File: src/core/epl_map.svh
// Purpose: constants for the encoder position latch
// Assumes: 50 MHz system clock
// Notes:   times in ns, latency cycle counts derived from them
`ifndef EPL_MAP_SVH
`define EPL_MAP_SVH

`define EPL_CLK_PERIOD_NS   20
`define EPL_LOW_LAT_NS      12000
`define EPL_HIGH_LAT_NS     35000
`define EPL_LOW_LAT_CYC     (`EPL_LOW_LAT_NS / `EPL_CLK_PERIOD_NS)
`define EPL_HIGH_LAT_CYC    (`EPL_HIGH_LAT_NS / `EPL_CLK_PERIOD_NS)
`define EPL_SETTLE_CYC      3
`define EPL_N_AXES          8
`define EPL_POS_W           32
`define EPL_POS_RESET       32'h0000_0000

`endif

File: src/core/epl_pkg.sv
// Purpose: shared types for the encoder position latch
// Assumes: nothing
// Notes:   none
package epl_pkg;
   typedef enum logic {EPL_SRC_MAIN, EPL_SRC_AUX} epl_src_t;
   typedef struct packed {
      logic       arm;        // one-cycle arm strobe
      logic [2:0] axis;
      epl_src_t   src;
   } epl_arm_t;
   typedef struct packed {
      logic       req;        // one-cycle report strobe
      logic [2:0] axis;
   } epl_rpt_t;
endpackage

File: src/core/epl_latch.sv
// Purpose: eight-axis high-speed encoder position latch
// Assumes: encoder counts are synchronous to i_clk_sys
// Notes:   capture inputs are pins and are synchronised first
//
// Function
// - capture the axis main or auxiliary count when its capture input changes
// - trigger polarity selectable: fire on input going high or going low
// - active-low capture completes within 12 microseconds of the transition
// - active-high capture completes within 35 microseconds of the transition
// - inputs one to four serve axes A-D, nine to twelve serve E-H
// - software arms each axis, choosing main or auxiliary encoder
// - pending flag reads 1 while armed and not yet captured
// - report command returns the captured count of the requested axis
// - one capture per arm; later transitions ignored until re-armed
`timescale 1ns/1ns
`include "epl_map.svh"
module epl_latch #(
   parameter int N_AXES = `EPL_N_AXES,
   parameter int POS_W  = `EPL_POS_W
) (
   // clock and reset
   input  wire logic                    i_clk_sys,
   input  wire logic                    i_rst,
   // capture pins
   input  wire logic                    i_axis_a_capture_input,
   input  wire logic                    i_axis_b_capture_input,
   input  wire logic                    i_axis_c_capture_input,
   input  wire logic                    i_axis_d_capture_input,
   input  wire logic                    i_axis_e_capture_input,
   input  wire logic                    i_axis_f_capture_input,
   input  wire logic                    i_axis_g_capture_input,
   input  wire logic                    i_axis_h_capture_input,
   // polarity, per axis: 1 fires on rising, 0 on falling
   input  wire logic [N_AXES-1:0]       i_capture_active_high,
   // encoder counts, axis k in slice k
   input  wire logic [N_AXES*POS_W-1:0] i_main_count,
   input  wire logic [N_AXES*POS_W-1:0] i_aux_count,
   // commands
   input  wire epl_pkg::epl_arm_t       i_arm_capture_cmd,
   input  wire epl_pkg::epl_rpt_t       i_report_capture_cmd,
   // status and readback
   output logic      [N_AXES-1:0]       o_capture_pending_flag,
   output logic      [N_AXES-1:0]       o_capture_done,
   output logic      [POS_W-1:0]        o_captured_position_readout,
   output logic                         o_readout_valid
);
   localparam int AW = $clog2(N_AXES);

   // eight capture pins are fixed, so no other axis count can be served
   if (N_AXES != 8) begin : g_bad_axes
      $error("epl_latch: N_AXES must be 8");
   end
   if (POS_W < 1) begin : g_bad_width
      $error("epl_latch: POS_W must be positive");
   end

   // ==========================================================
   // pin synchronisers
   // ==========================================================
   logic [N_AXES-1:0] pin_raw;
   logic [N_AXES-1:0] sync1_r;
   logic [N_AXES-1:0] sync2_r;
   logic [N_AXES-1:0] prev_r;
   logic [1:0]        settle_r;
   logic [1:0]        settle_nxt;
   logic              edges_ok;

   always_comb begin
      pin_raw = {i_axis_h_capture_input, i_axis_g_capture_input,
                 i_axis_f_capture_input, i_axis_e_capture_input,
                 i_axis_d_capture_input, i_axis_c_capture_input,
                 i_axis_b_capture_input, i_axis_a_capture_input};
   end

   always_ff @(posedge i_clk_sys or posedge i_rst) begin
      if (i_rst) begin
         sync1_r  <= '0;
         sync2_r  <= '0;
         prev_r   <= '0;
         settle_r <= 2'h0;
      end else begin
         sync1_r  <= pin_raw;
         sync2_r  <= sync1_r;
         prev_r   <= sync2_r;
         settle_r <= settle_nxt;
      end
   end

   // reset zeros in the chain are not pin levels: hide edges until it refills,
   // so a pin idling high gives no false edge after reset
   always_comb begin
      settle_nxt = (settle_r == 2'(`EPL_SETTLE_CYC)) ? settle_r : 2'(settle_r + 2'h1);
      edges_ok   = (settle_r == 2'(`EPL_SETTLE_CYC));
   end

   // ==========================================================
   // per-axis arm and capture
   // ==========================================================
   // an uncontested capture lands three edges after the pin edge,
   // far inside both latency limits
   logic [N_AXES-1:0] armed_r;
   logic [N_AXES-1:0] armed_nxt;
   logic [N_AXES-1:0] done_r;
   logic [N_AXES-1:0] done_nxt;
   logic [N_AXES-1:0] aux_sel_r;
   logic [N_AXES-1:0] aux_sel_nxt;
   logic [N_AXES-1:0] held_r;
   logic [N_AXES-1:0] held_nxt;
   logic [N_AXES-1:0] want;
   logic [N_AXES-1:0] grant;
   logic              we;
   logic [AW-1:0]     waddr;
   logic [POS_W-1:0]  wdata;

   for (genvar k = 0; k < N_AXES; k++) begin : g_axis
      logic rise;
      logic fall;
      logic arm_here;
      logic edge_hit;
      assign rise     = edges_ok & sync2_r[k] & ~prev_r[k];
      assign fall     = edges_ok & ~sync2_r[k] & prev_r[k];
      assign arm_here = i_arm_capture_cmd.arm && (i_arm_capture_cmd.axis == AW'(k));
      assign edge_hit = armed_r[k] & (i_capture_active_high[k] ? rise : fall);
      // an arm in the same cycle discards the event
      assign want[k]  = ~arm_here & (edge_hit | held_r[k]);

      always_comb begin
         armed_nxt[k]   = armed_r[k];
         done_nxt[k]    = done_r[k];
         aux_sel_nxt[k] = aux_sel_r[k];
         held_nxt[k]    = held_r[k];
         if (arm_here) begin
            armed_nxt[k]   = 1'b1;
            done_nxt[k]    = 1'b0;
            held_nxt[k]    = 1'b0;
            aux_sel_nxt[k] = (i_arm_capture_cmd.src == epl_pkg::EPL_SRC_AUX);
         end else if (grant[k]) begin
            armed_nxt[k] = 1'b0;
            done_nxt[k]  = 1'b1;
            held_nxt[k]  = 1'b0;
         end else if (want[k]) begin
            // lost the store port: keep the event, stay pending
            held_nxt[k]  = 1'b1;
         end
      end
   end

   // store is single-port: lowest axis wins a same-cycle tie, the others
   // are held and served on later edges; trade-off is that a held axis
   // samples its count up to seven cycles late, still inside both limits
   always_comb begin
      grant = '0;
      we    = 1'b0;
      waddr = '0;
      wdata = '0;
      for (int k = N_AXES - 1; k >= 0; k--) begin
         if (want[k]) begin
            grant    = '0;
            grant[k] = 1'b1;
            we       = 1'b1;
            waddr    = AW'(k);
            wdata    = aux_sel_r[k] ? i_aux_count[k*POS_W +: POS_W]
                                    : i_main_count[k*POS_W +: POS_W];
         end
      end
   end

   always_ff @(posedge i_clk_sys or posedge i_rst) begin
      if (i_rst) begin
         armed_r   <= '0;
         done_r    <= '0;
         aux_sel_r <= '0;
         held_r    <= '0;
      end else begin
         armed_r   <= armed_nxt;
         done_r    <= done_nxt;
         aux_sel_r <= aux_sel_nxt;
         held_r    <= held_nxt;
      end
   end

   // ==========================================================
   // holding store and readback
   // ==========================================================
   logic [POS_W-1:0] rdata;
   logic             rvalid_nxt;

   epl_store #(.W(POS_W), .N(N_AXES)) u_store (
      .i_clk_sys (i_clk_sys),
      .i_rst     (i_rst),
      .i_we      (we),
      .i_waddr   (waddr),
      .i_wdata   (wdata),
      .i_re      (i_report_capture_cmd.req),
      .i_raddr   (i_report_capture_cmd.axis),
      .o_rdata   (rdata)
   );

   always_comb begin
      rvalid_nxt = i_report_capture_cmd.req;
   end

   // ==========================================================
   // output registers
   // ==========================================================
   logic rvalid_r;
   always_ff @(posedge i_clk_sys or posedge i_rst) begin
      if (i_rst) begin
         rvalid_r                    <= 1'b0;
         o_readout_valid             <= 1'b0;
         o_captured_position_readout <= POS_W'(`EPL_POS_RESET);
         o_capture_pending_flag      <= '0;
         o_capture_done              <= '0;
      end else begin
         rvalid_r                    <= rvalid_nxt;
         o_readout_valid             <= rvalid_r;
         o_captured_position_readout <= rdata;
         o_capture_pending_flag      <= armed_nxt;
         o_capture_done              <= done_nxt;
      end
   end
endmodule

File: src/core/epl_store.sv
// Purpose: per-axis holding store for captured counts
// Assumes: one write port, one registered read port
// Notes:   read data appear one cycle after the read strobe
`timescale 1ns/1ns
module epl_store #(
   parameter int W = 32,
   parameter int N = 8
) (
   input  wire logic                 i_clk_sys,
   input  wire logic                 i_rst,
   // write
   input  wire logic                 i_we,
   input  wire logic [$clog2(N)-1:0] i_waddr,
   input  wire logic [W-1:0]         i_wdata,
   // read
   input  wire logic                 i_re,
   input  wire logic [$clog2(N)-1:0] i_raddr,
   output logic      [W-1:0]         o_rdata
);
   logic [W-1:0] mem_r [N];
   logic [W-1:0] rdata_nxt;

   if (N < 2 || W < 1) begin : g_bad_shape
      $error("epl_store: N must be at least 2 and W positive");
   end

   always_comb begin
      rdata_nxt = i_re ? mem_r[i_raddr] : o_rdata;
   end

   always_ff @(posedge i_clk_sys) begin
      if (i_we) begin
         mem_r[i_waddr] <= i_wdata;
      end
   end

   always_ff @(posedge i_clk_sys or posedge i_rst) begin
      if (i_rst) begin
         o_rdata <= '0;
      end else begin
         o_rdata <= rdata_nxt;
      end
   end
endmodule
File: config.mk
export PLATFORM = sky130hd
export DESIGN_NAME = epl_latch
export DESIGN_NICKNAME = d
export VERILOG_FILES = /design/src/core/epl_pkg.sv /design/src/core/epl_latch.sv /design/src/core/epl_store.sv
export VERILOG_INCLUDE_DIRS = /design/src /design/src/core
export SDC_FILE = /design/constraint.sdc
export NUM_CORES = 1
export LEC_CHECK = 0
export BUFFER_PORTS_ARGS = -buffer_cell sky130_fd_sc_hd__buf_2
export CAP_MARGIN = 20
export CORE_AREA = 2 2 230 232
export DETAILED_ROUTE_END_ITERATION = 10
export DIE_AREA = 0 0 232 234
export GPL_TIMING_DRIVEN = 0
export HOLD_SLACK_MARGIN = 0.12
export SYNTH_ARGS = -nofsm -noshare
export SYNTH_HDL_FRONTEND = slang
export SYNTH_SLANG_ARGS = --single-unit
File: constraint.sdc
create_clock -name i_clk_sys -period 5 [get_ports i_clk_sys]
set_input_delay 1 -clock i_clk_sys [delete_from_list [all_inputs] [get_ports i_clk_sys]]
set_output_delay 1 -clock i_clk_sys [all_outputs]
set_load 0.03 [all_outputs]
After elaboration in Yosys (flattened, before gate mapping)
Memories as Yosys holds them, arrays and structs flattened. A register that Yosys moved wholly into a read port is not among the register bits.
Cells that the tools add are included.
{ "word_totals": {"register_bits": 92, "ram_bits": 256, "inputBits": 539, "output_inout_bits": 49, "elab_cells": 260, "n_memories": 1} }
{ "mem_list": {"columns": ["name", "words", "width", "read_ports", "rd_clocked_by_memory_dff", "wr", "line", "rtl"], "rows": [
  ["u_store.mem_r", 8, 32, 1, 1, 1, "epl_store.sv:20", "logic [W-1:0] mem_r [N];"]
]} }
{ "classes": {"add_sub_neg": 1, "n_eq_ne": 8, "mux": 106, "bitwise_logic": 80, "reduce_logical": 25} }
{ "ops": {"columns": ["op", "count"], "rows": [
  ["$mux W32", 16],
  ["$mux W1", 74],
  ["$mux W8", 8],
  ["$and A1 B1 Y1", 48],
  ["$mux W3", 8],
  ["$not A1 Y1", 24],
  ["$reduce_bool A3 Y1", 8],
  ["$reduce_bool A2 Y1", 8],
  ["$eq A3 B3 Y1 const B", 4],
  ["$logic_and A1 B1 Y1", 8],
  ["$or A1 B1 Y1", 8],
  ["$eq A3 B2 Y1 const B", 2],
  ["$eq A3 B1 Y1 const B", 1],
  ["$logic_not A3 Y1", 1],
  ["$add A2 B1 Y2 const B", 1],
  ["$eq A2 B2 Y1 const B", 1]
]} }

Longest topological paths before layout
{ "depth": {"depth_word": 17, "mapped_depth": 10, "depth_no_buf": 7} }

Cells and area by module
From an unflattened synthesis, not the netlist that was laid out.
{ "hier_totals": {"cells_unflattened": 1532, "area_unflattened_um2": 19428.6} }
{ "modules_own_cells": {"columns": ["module", "instances", "cells_each", "area_per_inst_um2", "seq_area_each_um2"], "rows": [
  ["epl_store", 1, 636, 11264.6, 8488.1],
  ["epl_latch", 1, 896, 8164.1, 2302.2]
]} }

Worst setup path after synthesis
OpenSTA, ideal clock, no wires.
{ "synth_timing": {"path_type": "input port to flip-flop", "start": "input port i_arm_capture_cmd[3] in the netlist's numbering", "end": "memory u_store.mem_r[1][0], enable pin", "setup_time_ps": 424, "t_arrival_ps": 3848, "t_required_ps": 4576, "path_slack_ps": 728, "path_stages": 6, "path_buffers": 1, "path_cell_list": "and2b_2 -> nor3b_2 -> o21bai_4 -> buf_4 -> inv_1 -> nor2_1"} }
{ "synth_between": {"elab_chain_len": 14, "word_cells_on_any_way": 50, "classes_between": "eq/ne: 7; mux: 18; bitwise: 16; reduce/logical: 9"} }
{ "synth_rtl": {"columns": ["item", "line", "rtl"], "rows": [
  ["start, declared", "epl_latch.sv:39", "input wire epl_pkg::epl_arm_t i_arm_capture_cmd,"],
  ["$eq A3 B3 Y1", "epl_latch.sv:122", "assign arm_here = i_arm_capture_cmd.arm && (i_arm_capture_cmd.axis == AW'(k));"],
  ["$logic_and A1 B1 Y1", "epl_latch.sv:122", null],
  ["$not A1 Y1", "epl_latch.sv:125", "assign want[k] = ~arm_here & (edge_hit | held_r[k]);"],
  ["$and A1 B1 Y1", "epl_latch.sv:125", null],
  ["$mux W1 (8 in a row)", "epl_latch.sv:157", "if (want[k]) begin"],
  ["$mux W1", "epl_store.sv:32", "if (i_we) begin"],
  ["$mux W1 (not written as such)", "epl_store.sv:33", "mem_r[i_waddr] <= i_wdata;"],
  ["end, declared", "epl_store.sv:20", null]
]} }
Parallel ways exist; a longest one is shown, timed or not.

Worst setup path after layout
{ "layout_timing": {"start": "register settle_r[0]", "end": "memory u_store.mem_r[1][28] (data pin)"} }
{ "layout_between": {"elab_chain_len": 15, "word_cells_on_any_way": 73, "classes_between": "eq/ne: 1; mux: 16; bitwise: 56"} }
{ "layout_rtl": {"columns": ["item", "line", "rtl"], "rows": [
  ["start, declared", "epl_latch.sv:64", "logic [1:0] settle_r;"],
  ["start signal, assigned", "epl_latch.sv:85", "settle_r <= settle_nxt;"],
  ["$eq A2 B2 Y1 *", "epl_latch.sv:93", "edges_ok = (settle_r == 2'(`EPL_SETTLE_CYC));"],
  ["$and A1 B1 Y1, on equally long branches (2 in a row)", "epl_latch.sv:121, epl_latch.sv:120", null],
  ["$mux W1", "epl_latch.sv:123", "assign edge_hit = armed_r[k] & (i_capture_active_high[k] ? rise : fall);"],
  ["$and A1 B1 Y1", "epl_latch.sv:123", null],
  ["$or A1 B1 Y1", "epl_latch.sv:125", null],
  ["$and A1 B1 Y1", "epl_latch.sv:125", null],
  ["$mux W32 (7 in a row)", "epl_latch.sv:157", null],
  ["$mux W32 *", "epl_latch.sv:157", null],
  ["named net u_store.i_wdata[28]", "epl_store.sv:14", "input wire logic [W-1:0] i_wdata,"]
]} }
The timed path passes the listed nets; every way through them passes the cells marked *.

==> impl_results.md <==
* Post-synth EDFFs at between 200 and 300
* Fraction of layout instances using a drive strength above 1 at between 40% and 50%
* Measured slew at the worst slew-check pin at 1.097 ns
* Synth top area share at approximately 41%
* DR WL/cell at between 20 and 30 um
* CORE AREA at 52020 um2
* Multi-input gate area at approximately 7500 um2
* Htree depth at 2
* Vias in the first global route at about 15000
* DR pass1 iterations at 5
* Final worst slack at around 1.1 ns
* Post-Synth Adder-Cell Area at 0.06669%
* Top Registers: u_store.mem_r: 256 flops, o_captured_position_readout: 32 flops, u_store.o_rdata: 32 flops
* Crit share post-route at between 70% and 80%
* Leak at ~9.8 nW
* Row count at 84
* Total power at about 12 mW
* Crit Path Max Fanout at 10
* Non-Filler Instances at around 2700
* Critical Path RT at roughly 5.3 ns
* Largest net degree at the start of global routing at 67
* Initial antenna violation count at 5
* Slew margin rel. at 26.85%
* Clock Path Buffers at 3
* Mapped Cells at between 1000 and 1500
* Max reg flops at approximately 260
* Setup crit end kind: register
* Area delta synth->final at 29.26%
* Post-synth ARST share at about 33%
* GR Util All Layers at ~28%
* Max Transition Viols Final at 0
* Iter 0 DRT Violations at between 1000 and 1500
* CTS Buf Count at 41
* Synth Area in Compound Gates at 10.40%
* Commonest non-fill, non-tap cell in the layout: buf_2
* PortBufs at between 500 and 600
* Most common flop cell mapped by yosys: edfxtp_1
* Simple logic cell fraction of the synthesized area at around 5.1%
* Worst clock skew at about 0.020 ns
* Root Driver: clkbuf_16
* Utilization after layout at between 40% and 50%
* DR vias at approximately 15000
* Placer Congestion at about 0.95
* I/O pin count at 588
* Fmax at 254.0 MHz
* Nets at 2476
* # hold bufs at CTS at 0
* Main combinational cell family by area after synthesis: multiplexers
* Pwr Density at about 500 nW/um2
* Clock Latency Late Sink at 0.57 ns
* Min-Delay Startpoint: sync1_r[7]$_DFF_PP0_
* Post-CTS sizing at 0
* VDD IR max at around 0.25 mV
* XOR/XNOR Fraction of Synth Area at 0.04668%
* First-pass GRT wire length at roughly 110000 um
* GR Util met1 at 35.73%
* Postcts setup bufs at 0
* Vias/cell at approximately 5.6
* Final Hold Vio Count at 0
* Min Tclk post-route at approximately 3.9 ns
* Met2 usage at 47.86%
* GR Util met3 at roughly 5.7%
* R2R Path Start: settle_r[0]$_DFFE_PP0P_
* Yosys top cell by area: edfxtp_1
* DP HPWL at 59720 um
* DP Worst Slack at around 0.66 ns
* Syn Area/Cell at approximately 14 um2
* Status: finished, final reports clean
* Number of fill cells in the layout at about 4700
* Setup crit start: settle_r[0]$_DFFE_PP0P_
* CP Launch Type: register
* Die area at about 54000 um2
* CTS tree: built
* Die Ht at between 200 and 250 um
* Crit Path Category: register to register
* Max cap viols at 0
* Mapped Area at around 19000 um2
* Multiplexer share of the synthesized area at around a quarter
* Synth warn at 0
* Worst Hold Class: register to register
* Placed cells at between 2000 and 3000
* Net Count, Synth at about 1800
* Largest cells by area after synthesis: edfxtp_1, dfrtp_1, mux2i_1
* Grt ovf at 0
* Synthesized flop and latch total at 380
* GRT Max-Usage Layer: met2
* Distinct cell type count after synthesis at slightly below 70
* Initial Utilization at 36.06%
* Commonest non-fill, non-tap cells in the layout: buf_2, edfxtp_1, mux2i_1
* RSZ-0062 raised after global routing: false
* Residual DRC at 0
* CTS sink cnt at 380
* FF/Latch Area at between 10000 and 15000 um2
* Sequential area share after synthesis at between 50% and 60%
* WP data arrival at about 4.3 ns
* Die X at roughly 230 um
* Final wirelength at 77520 um
* Setup-failing EPs final at 0
* CTS clk-pin slew, worst paths at 0.06 ns
* Post-DRT Antenna Nets at 0
* Reg with most FFs: u_store.mem_r
==> final cells by class <==
cell class | count | area share, %
clock inverter | 17 | 0.6707
antenna | 3 | 0.03095
tap | 688 | 3.550
sequential | 380 | 44.49
inverter | 8 | 0.1445
timing repair buffer | 599 | 13.32
clock buffer | 59 | 4.850
multi-input combinational | 795 | 30.95
buffer | 111 | 1.986
==> kinds of logic after synthesis <==
kind of cell    Yosys count
buf+inv                 119
flops                   380
xor+xnor                  1
fa+ha+maj                 1
mux                     356
other cells               1
simple gates            196
compound gates          240
==> cells in the mapped netlist (all sizes together) (3+ instances only) <==
cell,number
o21ai,10
a21boi,3
o21a,5
a311oi,31
a21o,4
inv,8
mux2,131
o211ai,31
or3b,5
o2111ai,3
buf,44
o221ai,62
nand2,46
clkbuf,67
and2,3
a311o,32
nor3b,3
nand3,34
nor2b,4
nand3b,9
and3b,3
mux2i,161
a21oi,43
edfxtp,256
mux4,64
nor2,77
dfrtp,124
==> per-stage QoR <==
step           instance area (um2)  hold WS, ns  TNS [ns]
6_report                     24250       0.3478         0
5_1_grt                      24250       0.3527         0
4_1_cts                      24230       0.3481         0
3_5_place_dp                 22890       0.3347         0
3_3_place_gp                 22540       0.3317   -327.73
2_1_floorplan                18760       0.3312         0
==> final timing paths <==
check,endpoint,slack [ns],cells after the start
worst min-delay path,sync2_r[7]$_DFF_PP0_,0.35,0
max in group asynchronous,o_captured_position_readout[14]$_DFF_PP0_,3.75,3
worst max-delay path,u_store.mem_r[1][28]$_DFFE_PP_,1.06,9
worst max register to register,u_store.mem_r[1][28]$_DFFE_PP_,1.06,9
min in group asynchronous,o_capture_done[3]$_DFFE_PP0N_,0.50,2
worst min register to register,sync2_r[7]$_DFF_PP0_,0.35,0
==> routing by layer <==
metal	vias up	share of wire [%]
met5	-	0
met3	130	8.1
li1	6492	-
met1	7508	40
met4	0	3.7
met2	797	48
==> power by group <==
| group | total, mW | switching, mW | internal, mW |
|---|---|---|---|
| Sequential | 4.59 | 0.195 | 4.40 |
| Clock | 3.02 | 1.26 | 1.76 |
| Combinational | 4.50 | 2.99 | 1.50 |
==> critical path: stages, from the launching register on <==
cell and delay [ns]:
dfrtp_1 0.39, ha_1 0.22, buf_2 0.22, nand2_1 0.11, a21oi_2 0.05, o2111ai_2 0.76, buf_2 0.44, o221ai_1 0.23
a311oi_1 0.83, a311o_1 0.44
(Power assumes the default switching activity.)
